**src/rsc_pkg.sv**
```systemverilog
// Purpose: constants and types shared by the serial command decoder
// Assumes: one clock, ref_clk at 200 MHz
// Notes:   register bytes are 8 bits; multi-byte groups are byte arrays
package rsc_pkg;

  // ----------------------------------------------------------------
  // address byte and commands
  // ----------------------------------------------------------------
  localparam logic [3:0] DEV_CODE = 4'h6;
  localparam logic [2:0] CMD_STAT1 = 3'h0;
  localparam logic [2:0] CMD_STAT2 = 3'h1;
  localparam logic [2:0] CMD_CAL = 3'h2;
  localparam logic [2:0] CMD_TIME = 3'h3;
  localparam logic [2:0] CMD_ALMA = 3'h4;
  localparam logic [2:0] CMD_ALMB = 3'h5;
  localparam logic [2:0] CMD_TRIM = 3'h6;
  localparam logic [2:0] CMD_USER = 3'h7;

  // ----------------------------------------------------------------
  // mode_flags_register bit positions
  // ----------------------------------------------------------------
  localparam int S1_POWER_ON = 7;
  localparam int S1_SUPPLY_DROP = 6;
  localparam int S1_PIN_B = 5;
  localparam int S1_PIN_A = 4;
  localparam int S1_USER_HI = 3;
  localparam int S1_USER_LO = 2;
  localparam int S1_HOUR24 = 1;
  localparam int S1_INIT = 0;

  // ----------------------------------------------------------------
  // interrupt_mode_register bit positions
  // ----------------------------------------------------------------
  localparam int S2_TEST = 7;
  localparam int S2_B_ALARM = 6;
  localparam int S2_B_MINUTE = 5;
  localparam int S2_B_FREQ = 4;
  localparam int S2_CLK_OUT = 3;
  localparam int S2_A_ALARM = 2;
  localparam int S2_A_MINUTE = 1;
  localparam int S2_A_FREQ = 0;

  // ----------------------------------------------------------------
  // group sizes, writable masks, reset values
  // ----------------------------------------------------------------
  localparam logic [2:0] CAL_BYTES = 3'h7;
  localparam logic [2:0] TIME_BYTES = 3'h3;
  localparam logic [2:0] TIME_FIRST = 3'h4;
  localparam logic [2:0] ALARM_BYTES = 3'h3;
  localparam logic [3:0] BITS_PER_BYTE = 4'h8;
  // year, month, day, weekday, hour, minute, second (index 0 first)
  localparam logic [6:0][7:0] CAL_MASK =
    {8'h7f, 8'h7f, 8'h7f, 8'h07, 8'h3f, 8'h1f, 8'hff};
  // weekday, hour, minute; bit 7 is the match enable
  localparam logic [2:0][7:0] ALARM_MASK = {8'hff, 8'hff, 8'h87};
  localparam logic [7:0] BYTE_RESET = 8'h00;
  localparam logic POWER_ON_RESET = 1'b1;
  localparam logic LINE_IDLE = 1'b1;

  typedef enum logic [2:0] {
    ST_IDLE, ST_ADDR, ST_ADDR_ACK, ST_WRITE, ST_WRITE_ACK,
    ST_READ, ST_READ_ACK, ST_IGNORE
  } rsc_state_t;

endpackage : rsc_pkg

```
**src/rsc_bus_edges.sv**
```systemverilog
// Purpose: clock edges, start and stop conditions of the two-wire bus
// Assumes: inputs already synchronised to ref_clk
// Notes:   outputs are one-cycle pulses
`timescale 1ns/1ps
module rsc_bus_edges (
  input wire logic ref_clk,
  input wire logic rstn,
  input wire logic sclLvl,
  input wire logic sdaLvl,
  output logic sclRise,
  output logic sclFall,
  output logic startCond,
  output logic stopCond
);

  typedef struct packed {
    logic sclPrev;
    logic sdaPrev;
  } rsc_edge_t;

  rsc_edge_t q_r;
  rsc_edge_t q_nxt;

  always_comb begin
    q_nxt.sclPrev = sclLvl;
    q_nxt.sdaPrev = sdaLvl;
  end

  always_ff @(posedge ref_clk or negedge rstn) begin
    if (!rstn) begin
      q_r <= {rsc_pkg::LINE_IDLE, rsc_pkg::LINE_IDLE};
    end else begin
      q_r <= q_nxt;
    end
  end

  assign sclRise = sclLvl & ~q_r.sclPrev;
  assign sclFall = ~sclLvl & q_r.sclPrev;
  // data moving while the clock is high marks a frame boundary
  assign startCond = sclLvl & q_r.sclPrev & q_r.sdaPrev & ~sdaLvl;
  assign stopCond = sclLvl & q_r.sclPrev & ~q_r.sdaPrev & sdaLvl;

endmodule : rsc_bus_edges

```
**src/rsc_command_decode.sv**
```systemverilog
// Purpose: serial command front end of a real-time clock
// Assumes: ref_clk 200 MHz; bus clock far slower (bench 160 ns period)
// Notes:   time keeping, pin waveforms and supply detection live outside
//
// How it works
// - device answers only code 0110
// - command field picks one of eight groups
// - calendar is seven masked BCD bytes, year first
// - time access is hour, minute, second bytes
// - pin A alarm mode uses three enable-topped bytes
// - pin B alarm mode uses three enable-topped bytes
// - frequency mode is one byte, rates low
// - spare rate bits stored, no interrupt effect
// - writing init bit reinitialises the device
// - two free user bits in mode flags
// - pin event flags read-only, cleared on read
// - power-on and supply-drop flags clear on read
// - reserved bits ignore writes, read zero
// - trim and user bytes are plain bytes
// - hour format bit: 0 twelve, 1 twenty-four
// - data bytes travel least significant bit first
`timescale 1ns/1ps
module rsc_command_decode (
  input wire logic ref_clk,
  input wire logic rstn,
  input wire logic sclPin,
  input wire logic sdaPin,
  output logic sdaOut,
  output logic sdaOe,
  input wire logic pinAEvent,
  input wire logic pinBEvent,
  input wire logic supplyDrop,
  output logic deviceInit,
  output logic [7:0] modeFlags,
  output logic [7:0] interruptMode,
  output logic [55:0] calendarTime,
  output logic [23:0] pinAAlarm,
  output logic [23:0] pinBAlarm,
  output logic [7:0] pinAFreq,
  output logic [7:0] pinBFreq,
  output logic [7:0] rateTrim,
  output logic [7:0] userByte
);

  // ----------------------------------------------------------------
  // state
  // ----------------------------------------------------------------
  typedef struct packed {
    rsc_pkg::rsc_state_t st;
    logic [7:0] sh;
    logic [7:0] tx;
    logic [3:0] cnt;
    logic [2:0] cmd;
    logic rw;
    logic [2:0] idx;
    logic nack;
    logic oe;
    logic powerOnFlag;
    logic supplyDropFlag;
    logic pinBFlag;
    logic pinAFlag;
    logic userBitHi;
    logic userBitLo;
    logic hour24;
    logic [7:0] intMode;
    logic [6:0][7:0] cal;
    logic [2:0][7:0] almA;
    logic [2:0][7:0] almB;
    logic [7:0] freqA;
    logic [7:0] freqB;
    logic [7:0] trim;
    logic [7:0] user;
    logic initReq;
  } rsc_regs_t;

  rsc_regs_t q_r;
  rsc_regs_t q_nxt;

  logic sclLvl;
  logic sdaLvl;
  logic sclRise;
  logic sclFall;
  logic startCond;
  logic stopCond;

  // ----------------------------------------------------------------
  // pin conditioning
  // ----------------------------------------------------------------
  rsc_pin_sync #(.RST_LVL(rsc_pkg::LINE_IDLE)) u_scl_sync (
    .ref_clk(ref_clk),
    .rstn(rstn),
    .pinIn(sclPin),
    .pinLvl(sclLvl)
  );

  rsc_pin_sync #(.RST_LVL(rsc_pkg::LINE_IDLE)) u_sda_sync (
    .ref_clk(ref_clk),
    .rstn(rstn),
    .pinIn(sdaPin),
    .pinLvl(sdaLvl)
  );

  rsc_bus_edges u_edges (
    .ref_clk(ref_clk),
    .rstn(rstn),
    .sclLvl(sclLvl),
    .sdaLvl(sdaLvl),
    .sclRise(sclRise),
    .sclFall(sclFall),
    .startCond(startCond),
    .stopCond(stopCond)
  );

  // ----------------------------------------------------------------
  // mode decode
  // ----------------------------------------------------------------
  function automatic logic freqMode(input logic me, input logic fe);
    freqMode = ~me & fe;
  endfunction : freqMode

  function automatic logic alarmMode(input logic ae, input logic me,
                                     input logic fe);
    alarmMode = ae & ~me & ~fe;
  endfunction : alarmMode

  // byte presented to the master for command c, position i
  function automatic logic [7:0] readByte(input rsc_regs_t r,
                                          input logic [2:0] c,
                                          input logic [2:0] i);
    logic [2:0] t;
    t = 3'(i + rsc_pkg::TIME_FIRST);
    readByte = rsc_pkg::BYTE_RESET;
    unique case (c)
      rsc_pkg::CMD_STAT1: begin
        // init bit reads as zero
        if (i == 3'h0) begin
          readByte = {r.powerOnFlag, r.supplyDropFlag, r.pinBFlag,
                      r.pinAFlag, r.userBitHi, r.userBitLo, r.hour24,
                      1'b0};
        end
      end
      rsc_pkg::CMD_STAT2: begin
        if (i == 3'h0) readByte = r.intMode;
      end
      rsc_pkg::CMD_CAL: begin
        if (i < rsc_pkg::CAL_BYTES) readByte = r.cal[i];
      end
      rsc_pkg::CMD_TIME: begin
        if (i < rsc_pkg::TIME_BYTES) readByte = r.cal[t];
      end
      rsc_pkg::CMD_ALMA: begin
        if (freqMode(r.intMode[rsc_pkg::S2_A_MINUTE],
                     r.intMode[rsc_pkg::S2_A_FREQ])) begin
          if (i == 3'h0) readByte = r.freqA;
        end else if (i < rsc_pkg::ALARM_BYTES) begin
          readByte = r.almA[i];
        end
      end
      rsc_pkg::CMD_ALMB: begin
        if (freqMode(r.intMode[rsc_pkg::S2_B_MINUTE],
                     r.intMode[rsc_pkg::S2_B_FREQ])) begin
          if (i == 3'h0) readByte = r.freqB;
        end else if (i < rsc_pkg::ALARM_BYTES) begin
          readByte = r.almB[i];
        end
      end
      rsc_pkg::CMD_TRIM: begin
        if (i == 3'h0) readByte = r.trim;
      end
      rsc_pkg::CMD_USER: begin
        if (i == 3'h0) readByte = r.user;
      end
    endcase
  endfunction : readByte

  // ----------------------------------------------------------------
  // next state
  // ----------------------------------------------------------------
  always_comb begin
    logic [2:0] nextIdx;
    logic [2:0] timeIdx;
    logic [7:0] b;
    nextIdx = (q_r.idx == 3'h7) ? q_r.idx : 3'(q_r.idx + 3'h1);
    timeIdx = 3'(q_r.idx + rsc_pkg::TIME_FIRST);
    b = q_r.sh;
    q_nxt = q_r;
    q_nxt.initReq = 1'b0;

    unique case (q_r.st)
      rsc_pkg::ST_IDLE, rsc_pkg::ST_IGNORE: begin
        q_nxt.oe = 1'b0;
      end
      rsc_pkg::ST_ADDR: begin
        if (sclRise) begin
          q_nxt.sh = {q_r.sh[6:0], sdaLvl};
          q_nxt.cnt = 4'(q_r.cnt + 4'h1);
        end else if (sclFall && q_r.cnt == rsc_pkg::BITS_PER_BYTE) begin
          if (q_r.sh[7:4] == rsc_pkg::DEV_CODE) begin
            q_nxt.cmd = q_r.sh[3:1];
            q_nxt.rw = q_r.sh[0];
            q_nxt.idx = 3'h0;
            q_nxt.oe = 1'b1;
            q_nxt.st = rsc_pkg::ST_ADDR_ACK;
          end else begin
            q_nxt.st = rsc_pkg::ST_IGNORE;
          end
        end
      end
      rsc_pkg::ST_ADDR_ACK: begin
        if (sclFall) begin
          q_nxt.cnt = 4'h0;
          if (q_r.rw) begin
            q_nxt.tx = readByte(q_r, q_r.cmd, 3'h0);
            q_nxt.oe = ~q_nxt.tx[0];
            q_nxt.st = rsc_pkg::ST_READ;
            if (q_r.cmd == rsc_pkg::CMD_STAT1) begin
              q_nxt.powerOnFlag = 1'b0;
              q_nxt.supplyDropFlag = 1'b0;
              q_nxt.pinBFlag = 1'b0;
              q_nxt.pinAFlag = 1'b0;
            end
          end else begin
            q_nxt.oe = 1'b0;
            q_nxt.st = rsc_pkg::ST_WRITE;
          end
        end
      end
      rsc_pkg::ST_WRITE: begin
        if (sclRise) begin
          q_nxt.sh = {sdaLvl, q_r.sh[7:1]};
          q_nxt.cnt = 4'(q_r.cnt + 4'h1);
        end else if (sclFall && q_r.cnt == rsc_pkg::BITS_PER_BYTE) begin
          q_nxt.oe = 1'b1;
          q_nxt.st = rsc_pkg::ST_WRITE_ACK;
          unique case (q_r.cmd)
            rsc_pkg::CMD_STAT1: begin
              if (q_r.idx == 3'h0) begin
                q_nxt.userBitHi = b[rsc_pkg::S1_USER_HI];
                q_nxt.userBitLo = b[rsc_pkg::S1_USER_LO];
                q_nxt.hour24 = b[rsc_pkg::S1_HOUR24];
                q_nxt.initReq = b[rsc_pkg::S1_INIT];
              end
            end
            rsc_pkg::CMD_STAT2: begin
              if (q_r.idx == 3'h0) q_nxt.intMode = b;
            end
            rsc_pkg::CMD_CAL: begin
              if (q_r.idx < rsc_pkg::CAL_BYTES) begin
                q_nxt.cal[q_r.idx] = b & rsc_pkg::CAL_MASK[q_r.idx];
              end
            end
            rsc_pkg::CMD_TIME: begin
              if (q_r.idx < rsc_pkg::TIME_BYTES) begin
                q_nxt.cal[timeIdx] = b & rsc_pkg::CAL_MASK[timeIdx];
              end
            end
            rsc_pkg::CMD_ALMA: begin
              if (freqMode(q_r.intMode[rsc_pkg::S2_A_MINUTE],
                           q_r.intMode[rsc_pkg::S2_A_FREQ])) begin
                if (q_r.idx == 3'h0) q_nxt.freqA = b;
              end else if (q_r.idx < rsc_pkg::ALARM_BYTES) begin
                q_nxt.almA[q_r.idx] = b & rsc_pkg::ALARM_MASK[q_r.idx];
              end
            end
            rsc_pkg::CMD_ALMB: begin
              if (freqMode(q_r.intMode[rsc_pkg::S2_B_MINUTE],
                           q_r.intMode[rsc_pkg::S2_B_FREQ])) begin
                if (q_r.idx == 3'h0) q_nxt.freqB = b;
              end else if (q_r.idx < rsc_pkg::ALARM_BYTES) begin
                q_nxt.almB[q_r.idx] = b & rsc_pkg::ALARM_MASK[q_r.idx];
              end
            end
            rsc_pkg::CMD_TRIM: begin
              if (q_r.idx == 3'h0) q_nxt.trim = b;
            end
            rsc_pkg::CMD_USER: begin
              if (q_r.idx == 3'h0) q_nxt.user = b;
            end
          endcase
        end
      end
      rsc_pkg::ST_WRITE_ACK: begin
        if (sclFall) begin
          q_nxt.oe = 1'b0;
          q_nxt.cnt = 4'h0;
          q_nxt.idx = nextIdx;
          q_nxt.st = rsc_pkg::ST_WRITE;
        end
      end
      rsc_pkg::ST_READ: begin
        if (sclRise) begin
          q_nxt.cnt = 4'(q_r.cnt + 4'h1);
        end else if (sclFall) begin
          if (q_r.cnt == rsc_pkg::BITS_PER_BYTE) begin
            q_nxt.oe = 1'b0;
            q_nxt.nack = 1'b0;
            q_nxt.st = rsc_pkg::ST_READ_ACK;
          end else begin
            q_nxt.tx = {1'b0, q_r.tx[7:1]};
            q_nxt.oe = ~q_r.tx[1];
          end
        end
      end
      rsc_pkg::ST_READ_ACK: begin
        if (sclRise) begin
          q_nxt.nack = sdaLvl;
        end else if (sclFall) begin
          if (q_r.nack) begin
            q_nxt.st = rsc_pkg::ST_IGNORE;
          end else begin
            q_nxt.idx = nextIdx;
            q_nxt.cnt = 4'h0;
            q_nxt.tx = readByte(q_r, q_r.cmd, nextIdx);
            q_nxt.oe = ~q_nxt.tx[0];
            q_nxt.st = rsc_pkg::ST_READ;
          end
        end
      end
    endcase

    // frame boundaries override any byte in progress
    if (startCond) begin
      q_nxt.st = rsc_pkg::ST_ADDR;
      q_nxt.cnt = 4'h0;
      q_nxt.oe = 1'b0;
    end else if (stopCond) begin
      q_nxt.st = rsc_pkg::ST_IDLE;
      q_nxt.oe = 1'b0;
    end

    // one cycle after the init write, all registers return to zero
    if (q_r.initReq) begin
      q_nxt.powerOnFlag = 1'b0;
      q_nxt.supplyDropFlag = 1'b0;
      q_nxt.pinBFlag = 1'b0;
      q_nxt.pinAFlag = 1'b0;
      q_nxt.userBitHi = 1'b0;
      q_nxt.userBitLo = 1'b0;
      q_nxt.hour24 = 1'b0;
      q_nxt.intMode = rsc_pkg::BYTE_RESET;
      q_nxt.cal = '0;
      q_nxt.almA = '0;
      q_nxt.almB = '0;
      q_nxt.freqA = rsc_pkg::BYTE_RESET;
      q_nxt.freqB = rsc_pkg::BYTE_RESET;
      q_nxt.trim = rsc_pkg::BYTE_RESET;
      q_nxt.user = rsc_pkg::BYTE_RESET;
    end

    // events set last so a read-clear in the same cycle cannot lose them
    if (supplyDrop) q_nxt.supplyDropFlag = 1'b1;
    if (pinAEvent && alarmMode(q_r.intMode[rsc_pkg::S2_A_ALARM],
                               q_r.intMode[rsc_pkg::S2_A_MINUTE],
                               q_r.intMode[rsc_pkg::S2_A_FREQ])) begin
      q_nxt.pinAFlag = 1'b1;
    end
    if (pinBEvent && alarmMode(q_r.intMode[rsc_pkg::S2_B_ALARM],
                               q_r.intMode[rsc_pkg::S2_B_MINUTE],
                               q_r.intMode[rsc_pkg::S2_B_FREQ])) begin
      q_nxt.pinBFlag = 1'b1;
    end
  end

  always_ff @(posedge ref_clk or negedge rstn) begin
    if (!rstn) begin
      q_r <= '0;
      q_r.st <= rsc_pkg::ST_IDLE;
      q_r.powerOnFlag <= rsc_pkg::POWER_ON_RESET;
    end else begin
      q_r <= q_nxt;
    end
  end

  // ----------------------------------------------------------------
  // outputs
  // ----------------------------------------------------------------
  // open drain: only ever pulls low
  assign sdaOut = 1'b0;
  assign sdaOe = q_r.oe;
  assign deviceInit = q_r.initReq;
  assign modeFlags = {q_r.powerOnFlag, q_r.supplyDropFlag, q_r.pinBFlag,
                      q_r.pinAFlag, q_r.userBitHi, q_r.userBitLo,
                      q_r.hour24, 1'b0};
  assign interruptMode = q_r.intMode;
  assign calendarTime = q_r.cal;
  assign pinAAlarm = q_r.almA;
  assign pinBAlarm = q_r.almB;
  assign pinAFreq = q_r.freqA;
  assign pinBFreq = q_r.freqB;
  assign rateTrim = q_r.trim;
  assign userByte = q_r.user;

endmodule : rsc_command_decode

```
**src/rsc_pin_sync.sv**
```systemverilog
// Purpose: three-flop synchroniser for a pin from outside ref_clk
// Assumes: pin is asynchronous to ref_clk
// Notes:   level follows only when the second and third flops agree
`timescale 1ns/1ps
module rsc_pin_sync #(
  parameter logic RST_LVL = 1'b1
) (
  input wire logic ref_clk,
  input wire logic rstn,
  input wire logic pinIn,
  output logic pinLvl
);

  typedef struct packed {
    logic [2:0] stage;
    logic lvl;
  } rsc_sync_t;

  rsc_sync_t q_r;
  rsc_sync_t q_nxt;

  always_comb begin
    q_nxt = q_r;
    q_nxt.stage = {q_r.stage[1:0], pinIn};
    // stage 0 feeds stage 1 only; the filter looks at stages 1 and 2
    if (q_r.stage[1] == q_r.stage[2]) begin
      q_nxt.lvl = q_r.stage[2];
    end
  end

  always_ff @(posedge ref_clk or negedge rstn) begin
    if (!rstn) begin
      q_r <= {{3{RST_LVL}}, RST_LVL};
    end else begin
      q_r <= q_nxt;
    end
  end

  assign pinLvl = q_r.lvl;

endmodule : rsc_pin_sync

```
**config.mk**
```make
export PLATFORM = sky130hd
export DESIGN_NAME = rsc_command_decode
export DESIGN_NICKNAME = d
export VERILOG_FILES = /design/src/rsc_pkg.sv /design/src/rsc_bus_edges.sv /design/src/rsc_command_decode.sv /design/src/rsc_pin_sync.sv
export SDC_FILE = /design/constraint.sdc
export NUM_CORES = 1
export LEC_CHECK = 0
export BUFFER_PORTS_ARGS = -buffer_cell sky130_fd_sc_hd__clkbuf_2
export CORE_UTILIZATION = 45
export DETAILED_ROUTE_END_ITERATION = 12
export PLACE_DENSITY = 0.68
export SYNTH_ARGS = -nofsm -noshare
export SYNTH_HDL_FRONTEND = slang
export SYNTH_SLANG_ARGS = --single-unit
```
**constraint.sdc**
```tcl
create_clock -name ref_clk -period 7.53 [get_ports ref_clk]
set_input_delay 0.3765 -clock ref_clk [delete_from_list [all_inputs] [get_ports ref_clk]]
set_output_delay 0.3765 -clock ref_clk [all_outputs]
set_load 0.05 [all_outputs]
```
==> flow_summary.toml, run 1 <==
[drt]
route.detailed.drc = 0
viasPerCell = 6.12
route.met3.wl_mm = 3.02
antenna_left = 0
routed.top_layer = "met4"
met1_length_mm = 15.9
first_iter_violations = 987
wl_per_cell_um = 23.8
vias = 9427
wl_met2_mm = 16.5
drt-total-wl_mm = 36.6
first_pass_iters = 5

[placement]
io_buffers = 159
dp_cells = 1509
dp_hpwl_mm = 27.1
placed_area_um2 = 11400
place_congestion = 0.967

[sta]
slew_violations = 0
fin_setup_tns_ns = 0
fmax_ghz = 0.244
fin_crit_ns = 4.11
fin_skew_ns = 0.00961
setup_violations = 0
hold_violations = 0
fin_crit_sh = 0.545
slew_headroom = 0.225
rsz0062_at_grt = "false"
max_slew.worst_pin.slew_ns = 1.15

[cells_and_area]
drive_gt1_frac = 0.236
nets = 1212
antennaDiodeCount = 0
final_util = 0.478
syn2layout_area_growth_pct = 4.35
fin_cells = 1540
final_cell_mix = "dfrtp_1 (182), nand2_1 (162), clkbuf_2 (158), nor2_1 (84), o21ai_0 (81)"
stdcell_area_um2 = 12000
final_common_cell = "dfrtp_1"

[critical_path]
criticalPathCategory = "reg2reg"
cp_max_fo = 22
cp.arrival_ns = 4.43
cp-end-kind = "register"
cp-start-kind = "register"
reg2reg_setup_slack_ns = 3.42
worstPathRequired_ns = 7.85

[power_and_ir_drop]
p_leak_nw = 5.50
fin_total_pwr_mw = 3.22
cellPowerDensity_nw_per_um2 = 268
irDropWorstVdd_mv = 0.162

[run]
drv_cap = 0

[grt]
grt_first_pass_wirelength_mm = 55.1
antenna_found_initial = 0
gr-usage-all-layers = 0.282
grt_max_degree = 69
grt-ovfl-total = 0
first_global_vias = 8759

[logic_synthesis]
yosysSeqAreaShare = 0.421
synth_ff_type = "dfrtp_1"
async_flop_share = 1.00
synth_cell_types = 78
synth_cells = 1235
yosysWarnings = 0
avgSynthCellArea_um2 = 9.32
syn-cell-area_um2 = 11500
yosys_register_bits = 193
synth_edf_count = 0

[cts]
cts_max_level = 4
clock_latency_ns = 0.44
cts_sinks = 193
numCtsBuffers = 17
clk_pin_slew_ns = 0.07
cts-root-buf = "clkbuf_16"
cts_tree = "done"
clockBufferDepth = 2

[floorplan]
core_um2 = 25100
die_x_um = 162
die_h_um = 162
rows = 58
design.die.area_um2 = 26200
ios = 162
initial_utilization = 0.458

[worst_hold_path]
min_path_type = "in2reg"

[status]
status = "complete, no violations"
-- metrics by stage --
| step | hold slack [ns] | setup slack, ns |
|---|---|---|
| floorplan | 0.0809 | 4.41 |
| global placement | 0.347 | 3.65 |
| detailed placement | 0.347 | 3.52 |
| CTS | 0.00142 | 3.51 |
| global route | 0.0145 | 3.23 |
| finish | 0.0180 | 3.42 |
-- worst paths after layout --
path | start | to | depth (start not counted)
setup / recovery | q_r[155] | q_r[168] | 8
hold / removal | sdaPin | u_sda_sync.q_nxt[2] | 1
setup reg to reg | q_r[155] | q_r[168] | 8
hold reg to reg | u_sda_sync.q_nxt[2] | u_sda_sync.q_nxt[3] | 0
max in group asynchronous | rstn | pinBAlarm[21] | 3
min in group asynchronous | rstn | userByte[5] | 2
-- flip-flops by register name (all words and copies together) (netlist names), 2 cells and up --
signal / flops
calendarTime: 56
q_r: 30
pinAAlarm: 24
pinBAlarm: 24
interruptMode: 8
pinAFreq: 8
pinBFreq: 8
rateTrim: 8
userByte: 8
modeFlags: 7
u_edges.q_r: 2
u_scl_sync.q_nxt: 2
u_sda_sync.q_nxt: 2
-- metal layers --
layer	GRT usage	vias to the layer above
met1	0.399	4646
met3	0.0552	74
met4	0.105	0
met5	0	-
li1	-	4221
met2	0.426	486
-- kinds of logic (layout without fill, tap and decap cells) --
family,Yosys count,in the layout,share of synthesized area
buffers and inverters,238,212,0.130
XOR/XNOR,2,2,0.00152
flip-flops,193,193,0.421
other,1,2,0.000326
adder cells (fa/ha/maj),9,9,0.00913
multiplexers,95,95,0.0952
AND/OR/NAND/NOR,378,378,0.153
AO/OA/AOI/OAI,319,319,0.190
-- timing repair --
item / CTS / global route
endpoints found under the hold margin: 55 / 0
resized for setup: 0 / 0
hold buffers: 1 / 0
setup buffers: 0 / 0
-- synthesized netlist by cell type, types with 6 or more instances --
cell type / instances / area, um2
a211oi_1: 7 / 52.6
a21bo_2: 7 / 70.1
a21oi_1: 57 / 285
a221oi_1: 8 / 70.1
a22o_1: 8 / 70.1
a22oi_1: 6 / 45.0
a31oi_1: 7 / 43.8
a32o_1: 9 / 90.1
and2_1: 14 / 87.6
and3_1: 9 / 56.3
buf_1: 8 / 30.0
buf_4: 154 / 1160
clkbuf_1: 60 / 225
dfrtp_1: 182 / 4550
dfstp_2: 11 / 289
ha_1: 6 / 75.1
inv_1: 11 / 41.3
mux2_2: 56 / 631
mux2i_1: 34 / 340
nand2_1: 162 / 608
nand2b_1: 14 / 87.6
nand3_1: 19 / 95.1
nor2_1: 84 / 315
nor2b_1: 19 / 119
nor3_1: 14 / 70.1
nor3b_1: 7 / 52.6
o21ai_0: 81 / 405
o221ai_1: 13 / 114
o22ai_1: 11 / 68.8
o31ai_1: 42 / 315
o41ai_1: 9 / 78.8
or4_1: 7 / 52.6
-- critical path, cell delays in order, from the launching register on --
cell and delay, ns:
dfrtp_1 0.97, ha_1 0.50, buf_4 0.31, a21bo_1 0.31, and2_4 0.28, mux4_2 0.52
a221o_1 0.35, or4_1 0.41, a221o_1 0.33
-- layout make-up --
| type | count | area, um2 |
|---|---|---|
| Sequential cell | 193 | 4840 |
| Inverter | 12 | 45.0 |
| Fill cell | 2455 | 13100 |
| Timing Repair Buffer | 170 | 890 |
| Tap cell | 330 | 413 |
| Clock buffer | 18 | 429 |
| Multi-Input combinational cell | 805 | 5180 |
| Clock inverter | 12 | 204 |
-- report_power, final --
group          switching, mW  total, mW  internal [mW]
clock                  0.418       1.01          0.589
sequential             0.158       1.26           1.10
combinational          0.640      0.956          0.316
(Power assumes the default switching activity.)
==> run 2: changes to the inputs <==
--- a/config.mk
+++ b/config.mk
@@ -5,6 +5,7 @@
 export SDC_FILE = /design/constraint.sdc
 export NUM_CORES = 1
 export LEC_CHECK = 0
+export ABC_AREA = 1
 export BUFFER_PORTS_ARGS = -buffer_cell sky130_fd_sc_hd__clkbuf_2
 export CORE_UTILIZATION = 45
 export DETAILED_ROUTE_END_ITERATION = 12
==> constraint.sdc (replaced) <==
create_clock -name ref_clk -period 4.04 [get_ports ref_clk]
set_input_delay 0.202 -clock ref_clk [delete_from_list [all_inputs] [get_ports ref_clk]]
set_output_delay 0.202 -clock ref_clk [all_outputs]
set_load 0.05 [all_outputs]
==> run 2 against run 1 <==
The flow now finishes with violations (hold timing). Global-route usage rose by 3.8 points. Maximum frequency rose by 24%. Clock power is 72% higher. Via count grew 23%. Die area is 6.7% higher. Wire length increased by 21%. Count of clock-buffer cells in the layout is the same. Utilization barely moved. Combinational power rose to 2.6 times the previous value. Synthesized cell count rose by 37%. Design area is 7.0% higher. Synthesized area is 6.8% higher.
==> flow_summary.toml, run 2 <==
[drt]
wl_met2_mm = 19.5
antenna_left = 0
first_pass_iters = 6
viasPerCell = 5.69
wl_per_cell_um = 21.8
routed.top_layer = "met4"
first_iter_violations = 1410
route.detailed.drc = 0
drt-total-wl_mm = 44.5
vias = 11600
met1_length_mm = 19.5
route.met3.wl_mm = 3.36

[sta]
slew_headroom = 0.244
fin_skew_ns = 0.0185
setup_violations = 0
hold_violations = 1
fin_crit_ns = 3.32
slew_violations = 0
fin_crit_sh = 0.821
max_slew.worst_pin.slew_ns = 1.13
fin_setup_tns_ns = 0
fmax_ghz = 0.302
hold_slack_ns = -0.000524
rsz0062_at_grt = "false"

[critical_path]
cp_max_fo = 53
cp-end-kind = "register"
cp-start-kind = "register"
reg2reg_setup_slack_ns = 0.72
rr_worst_depth = 12
worstPathRequired_ns = 4.39
r2r_start = "q_r[154]"
reg2reg_to = "sdaOe"
cp.arrival_ns = 3.67
criticalPathCategory = "reg2reg"

[cells_and_area]
fillers = 2779
final_cell_mix = "nand2_1 (446), dfrtp_1 (182), o21ai_0 (170), clkbuf_2 (158), inv_1 (147)"
largest_reg_flops = 56
final_common_cell = "nand2_1"
drive_gt1_frac = 0.166
nets = 1702
antennaDiodeCount = 0
syn2layout_area_growth_pct = 4.58

[power_and_ir_drop]
fin_total_pwr_mw = 6.50
cellPowerDensity_nw_per_um2 = 506
irDropWorstVdd_mv = 0.386
p_leak_nw = 6.03

[cts]
clock_latency_ns = 0.45
clockBufferDepth = 2
numCtsBuffers = 17
cts-root-buf = "clkbuf_16"
clk_pin_slew_ns = 0.08
cts_tree = "done"
cts_sinks = 193
cts_max_level = 4
cts_setup_buffers = 0

[floorplan]
rows = 60
ios = 162
core_um2 = 26900
design.die.area_um2 = 28000
initial_utilization = 0.457
die_h_um = 167
die_x_um = 167

[placement]
place_congestion = 0.995
io_buffers = 159
dp_hpwl_mm = 33.5

[logic_synthesis]
synth_edf_count = 0
syn-cell-area_um2 = 12300
async_flop_share = 1.00
synth_cells = 1694
yosysTopAreaCellShare = 0.371
synthTopCellsByArea = "dfrtp_1 (37%), nand2_1 (14%), buf_4 (10%)"
avgSynthCellArea_um2 = 7.25
yosysSeqAreaShare = 0.394
yosys_register_bits = 193
synth_cell_types = 48
yosysWarnings = 0
yosysTopAreaCell = "dfrtp_1"
synth_ff_type = "dfrtp_1"
synth_common_cells = "nand2_1 (446), dfrtp_1 (182), o21ai_0 (170), buf_4 (163), inv_1 (147)"
synth_most_common_cell = "nand2_1"

[worst_hold_path]
min_from = "pinAEvent"
min_path_type = "in2reg"
whs_endpoint = "modeFlags[4]"
whs_path_depth = 3

[grt]
first_global_vias = 10900
grt-ovfl-total = 0
antenna_found_initial = 0
grt_max_degree = 106
gr-usage-all-layers = 0.320
grt_first_pass_wirelength_mm = 66.8

[run]
drv_cap = 0

[status]
status = "complete, but fails checks"
violations = "hold timing"
run 2: power by group:
group	internal, mW	switching [mW]
Clock	0.841	0.896
Combinational	0.665	1.84
Sequential	2.06	0.192
run 2: layout make-up:
class	instances	area [um2]	share of cell area
clock buffers	18	439	0.0342
well taps	341	427	0.0332
multi-input cells	1130	5370	0.418
clock inverters	14	143	0.0111
flip-flops and latches	193	4840	0.377
inverters	169	639	0.0498
repair buffers	178	985	0.0766
run 2: repair_timing:
action / 4_1_cts / 5_1_grt
hold endpoints to repair: 92 / 0
gates resized for setup: 0 / 0
hold buffers: 5 / 0
endpoints found under the setup margin: 0 / 0
run 2: cell families after synthesis:
family                   share of synthesized area
AO/OA/AOI/OAI                                0.143
XOR/XNOR                                  0.000713
adder cells (fa/ha/maj)                    0.00774
buffers and inverters                        0.169
flip-flops                                   0.394
other                                     0.000305
AND/OR/NAND/NOR                              0.284
run 2: through the flow:
stage	hold slack [ns]	area (um2)	utilization	instances	worst slack, ns
final	-0.000524	12800	0.478	2043	0.723
after global routing	0.0154	12800	0.478	2043	0.513
after CTS	0.00678	12800	0.478	2043	0.777
after detailed placement	0.291	12200	0.455	2006	0.785
after global placement	0.292	12200	0.455	2006	0.911
after floorplan	-0.0936	12300	-	1695	1.82
run 2: worst max path at each step:
stage             start        to  slack [ns]
6_report       q_r[154]     sdaOe        0.72
2_1_floorplan  q_r[154]  q_r[166]        1.82
3_5_place_dp   q_r[154]  q_r[166]        0.79
4_1_cts        q_r[154]  q_r[166]        0.78
3_3_place_gp   q_r[154]  q_r[166]        0.91
5_1_grt        q_r[154]  q_r[166]        0.51
run 2: per-layer routing:
layer,up-vias,track usage
li1,5348,-
met1,5545,0.452
met2,609,0.478
met3,116,0.0463
met4,0,0.159
met5,-,0
run 2: worst max-delay path, cell delays in order (launching register included):
cell     delay, ns
dfrtp_1       0.63
ha_1          0.42
nand2_1       0.28
nand2_2       0.25
nand2_2       0.58
o21ai_0       0.42
nand3_1       0.11
nand2_1       0.13
inv_1         0.05
nand3_1       0.14
nand2_1       0.08
nand2_1       0.06
nand2_1       0.05
==> run 3: changes to the inputs <==
--- a/config.mk
+++ b/config.mk
@@ -5,11 +5,11 @@
 export SDC_FILE = /design/constraint.sdc
 export NUM_CORES = 1
 export LEC_CHECK = 0
-export ABC_AREA = 1
+export ABC_AREA = 0
 export BUFFER_PORTS_ARGS = -buffer_cell sky130_fd_sc_hd__clkbuf_2
 export CORE_UTILIZATION = 45
 export DETAILED_ROUTE_END_ITERATION = 12
-export PLACE_DENSITY = 0.68
+export PLACE_DENSITY = 0.71
 export SYNTH_ARGS = -nofsm -noshare
 export SYNTH_HDL_FRONTEND = slang
 export SYNTH_SLANG_ARGS = --single-unit
==> constraint.sdc (replaced) <==
create_clock -name ref_clk -period 2.7 [get_ports ref_clk]
set_input_delay 0.135 -clock ref_clk [delete_from_list [all_inputs] [get_ports ref_clk]]
set_output_delay 0.135 -clock ref_clk [all_outputs]
set_load 0.05 [all_outputs]
==> run 3 against run 2 <==
The flow now finishes without violations. Clock skew is essentially flat. Final cell count shrank 20%. Non-clock buffer count rose by 78. Design area shrank 0.90%. Die area shrank 6.3%. Utilization increased by 2.9 points. Count of clock-buffer cells in the layout is 1 higher. Critical path depth fell by 5. Register-to-register slack worse by 0.62 ns. Critical path type unchanged.
==> flow_summary.toml, run 3 (same netlist as run 1, synthesis figures left out) <==
[status]
status = "complete, no violations"

[worst_hold_path]
min_path_type = "in2async"

[drt]
drt-total-wl_mm = 37.3
vias = 9759
wl_met2_mm = 16.7
met1_length_mm = 16.2
first_pass_iters = 6
wl_per_cell_um = 22.9
routed.top_layer = "met4"
route.detailed.drc = 0
viasPerCell = 6.00
first_iter_violations = 1035
route.met3.wl_mm = 3.03
antenna_left = 0

[cells_and_area]
final_util = 0.507
syn2layout_area_growth_pct = 10.7
nets = 1298
drive_gt1_frac = 0.290
final_common_cell = "dfrtp_1"
antennaDiodeCount = 0
fin_cells = 1626
final_cell_mix = "dfrtp_1 (180), nand2_1 (162), clkbuf_2 (158), buf_4 (87), nor2_1 (84)"
largest_reg_flops = 56

[floorplan]
rows = 58
die_h_um = 162
initial_utilization = 0.458
ios = 162
core_um2 = 25100
design.die.area_um2 = 26200
die_x_um = 162

[sta]
max_slew.worst_pin.slew_ns = 0.979
fmax_ghz = 0.385
setup_violations = 0
fin_crit_sh = 0.962
slew_headroom = 0.347
fin_setup_tns_ns = 0
rsz0062_at_grt = "false"
fin_skew_ns = 0.0187
hold_violations = 0
fin_crit_ns = 2.60
fin_ws_ns = 0.101
slew_violations = 0

[cts]
clk_pin_slew_ns = 0.08
cts_tree = "done"
clockBufferDepth = 2
numCtsBuffers = 17
cts_setup_buffers = 0
clock_latency_ns = 0.44
cts-root-buf = "clkbuf_16"
cts_sinks = 193
cts_max_level = 4

[critical_path]
critical-path-slowest-cell = "mux4_2"
crit_top_cell = "a221o_1"
criticalPathCategory = "reg2reg"
cp.arrival_ns = 2.92
cpPeakStageDelay_ns = 0.49
cp-start-kind = "register"
path_cells = "buf_4 > a21bo_4 > and2_4 > mux4_2 > a221o_1 > or4_1 > a221o_1"
cp-end-kind = "register"
cp_max_fo = 5
critPathBufInv = 1
cpLargestDelayFamily = "compound AO/OA/AOI/OAI gates"
rr_worst_depth = 7
cp.depth = 7
worstPathRequired_ns = 3.02

[placement]
place_ws_ns = -0.00154
dp_hpwl_mm = 28.3
io_buffers = 159
dp_cells = 1590
place_congestion = 1.04

[power_and_ir_drop]
p_leak_nw = 5.92
irDropWorstVdd_mv = 0.413
cellPowerDensity_nw_per_um2 = 743

[grt]
first_global_vias = 9056
antenna_found_initial = 1
grt-ovfl-total = 0
gr-usage-all-layers = 0.288
grt_first_pass_wirelength_mm = 56.4
grt_max_degree = 77

[run]
drv_cap = 0
==> run 3: cell count changes in the layout (fill, tap and decap cells not counted), sizes merged, moves of 34 or more <==
cell,before,now
inv,174,16
nand3,126,19
mux2i,0,34
o31ai,2,42
nor2,142,84
buf,14,91
mux2,0,56
o21ai,226,82
nand2,460,162
==> run 3: repair_timing <==
| action | 4_1_cts | 5_1_grt |
|---|---|---|
| gates resized for setup | 1 | 9 |
| gates cloned | 0 | 0 |
| endpoints found under the hold margin | 68 | 0 |
| setup endpoints to repair | 1 | 15 |
| hold buffers | 6 | 0 |
==> run 3: worst paths after layout <==
path / start / to / slack (ns)
max in group asynchronous: rstn / q_r[155] / 1.64
worst max register to register: q_r[154] / q_r[168] / 0.10
worst min register to register: u_sda_sync.q_nxt[2] / u_sda_sync.q_nxt[3] / 0.36
min in group ref_clk: sclPin / u_scl_sync.q_nxt[2] / 0.34
worst min-delay path: rstn / userByte[6] / 0.30
worst max-delay path: q_r[154] / q_r[168] / 0.10
==> run 3: worst reg2reg max path, stage by stage (launching register included) <==
cell and delay, ns:
dfrtp_2 0.45, buf_4 0.16, a21bo_4 0.18, and2_4 0.15, mux4_2 0.49, a221o_1 0.33, or4_1 0.41, a221o_1 0.31
==> run 3: per-stage QoR <==
stage,cell area (um2),power [mW],hold WS (ns)
after CTS,12700,9.32,0.310
after global placement,12000,6.65,0.200
after floorplan,11500,5.37,-0.161
after detailed placement,12000,6.66,0.208
final,12700,9.46,0.301
after global routing,12700,9.85,0.336
==> run 3: final cells by class <==
type	instances	area, um2
Clock buffer	19	443
Fill cell	2400	12400
Clock inverter	11	153
Tap cell	330	413
Timing Repair Buffer	256	1600
Inverter	12	46.3
Sequential cell	193	4850
Multi-Input combinational cell	805	5240
==> run 3: power by group <==
| group | switching [mW] | internal, mW |
|---|---|---|
| Combinational | 2.20 | 1.30 |
| Clock | 1.19 | 1.49 |
| Sequential | 0.201 | 3.08 |
| Total | 3.59 | 5.87 |
==> run 3: per-layer routing <==
layer / vias to the layer above / global-route usage
li1: 4403 / -
met4: 0 / 0.119
met1: 4748 / 0.401
met5: - / 0
met3: 90 / 0.0577
met2: 518 / 0.436
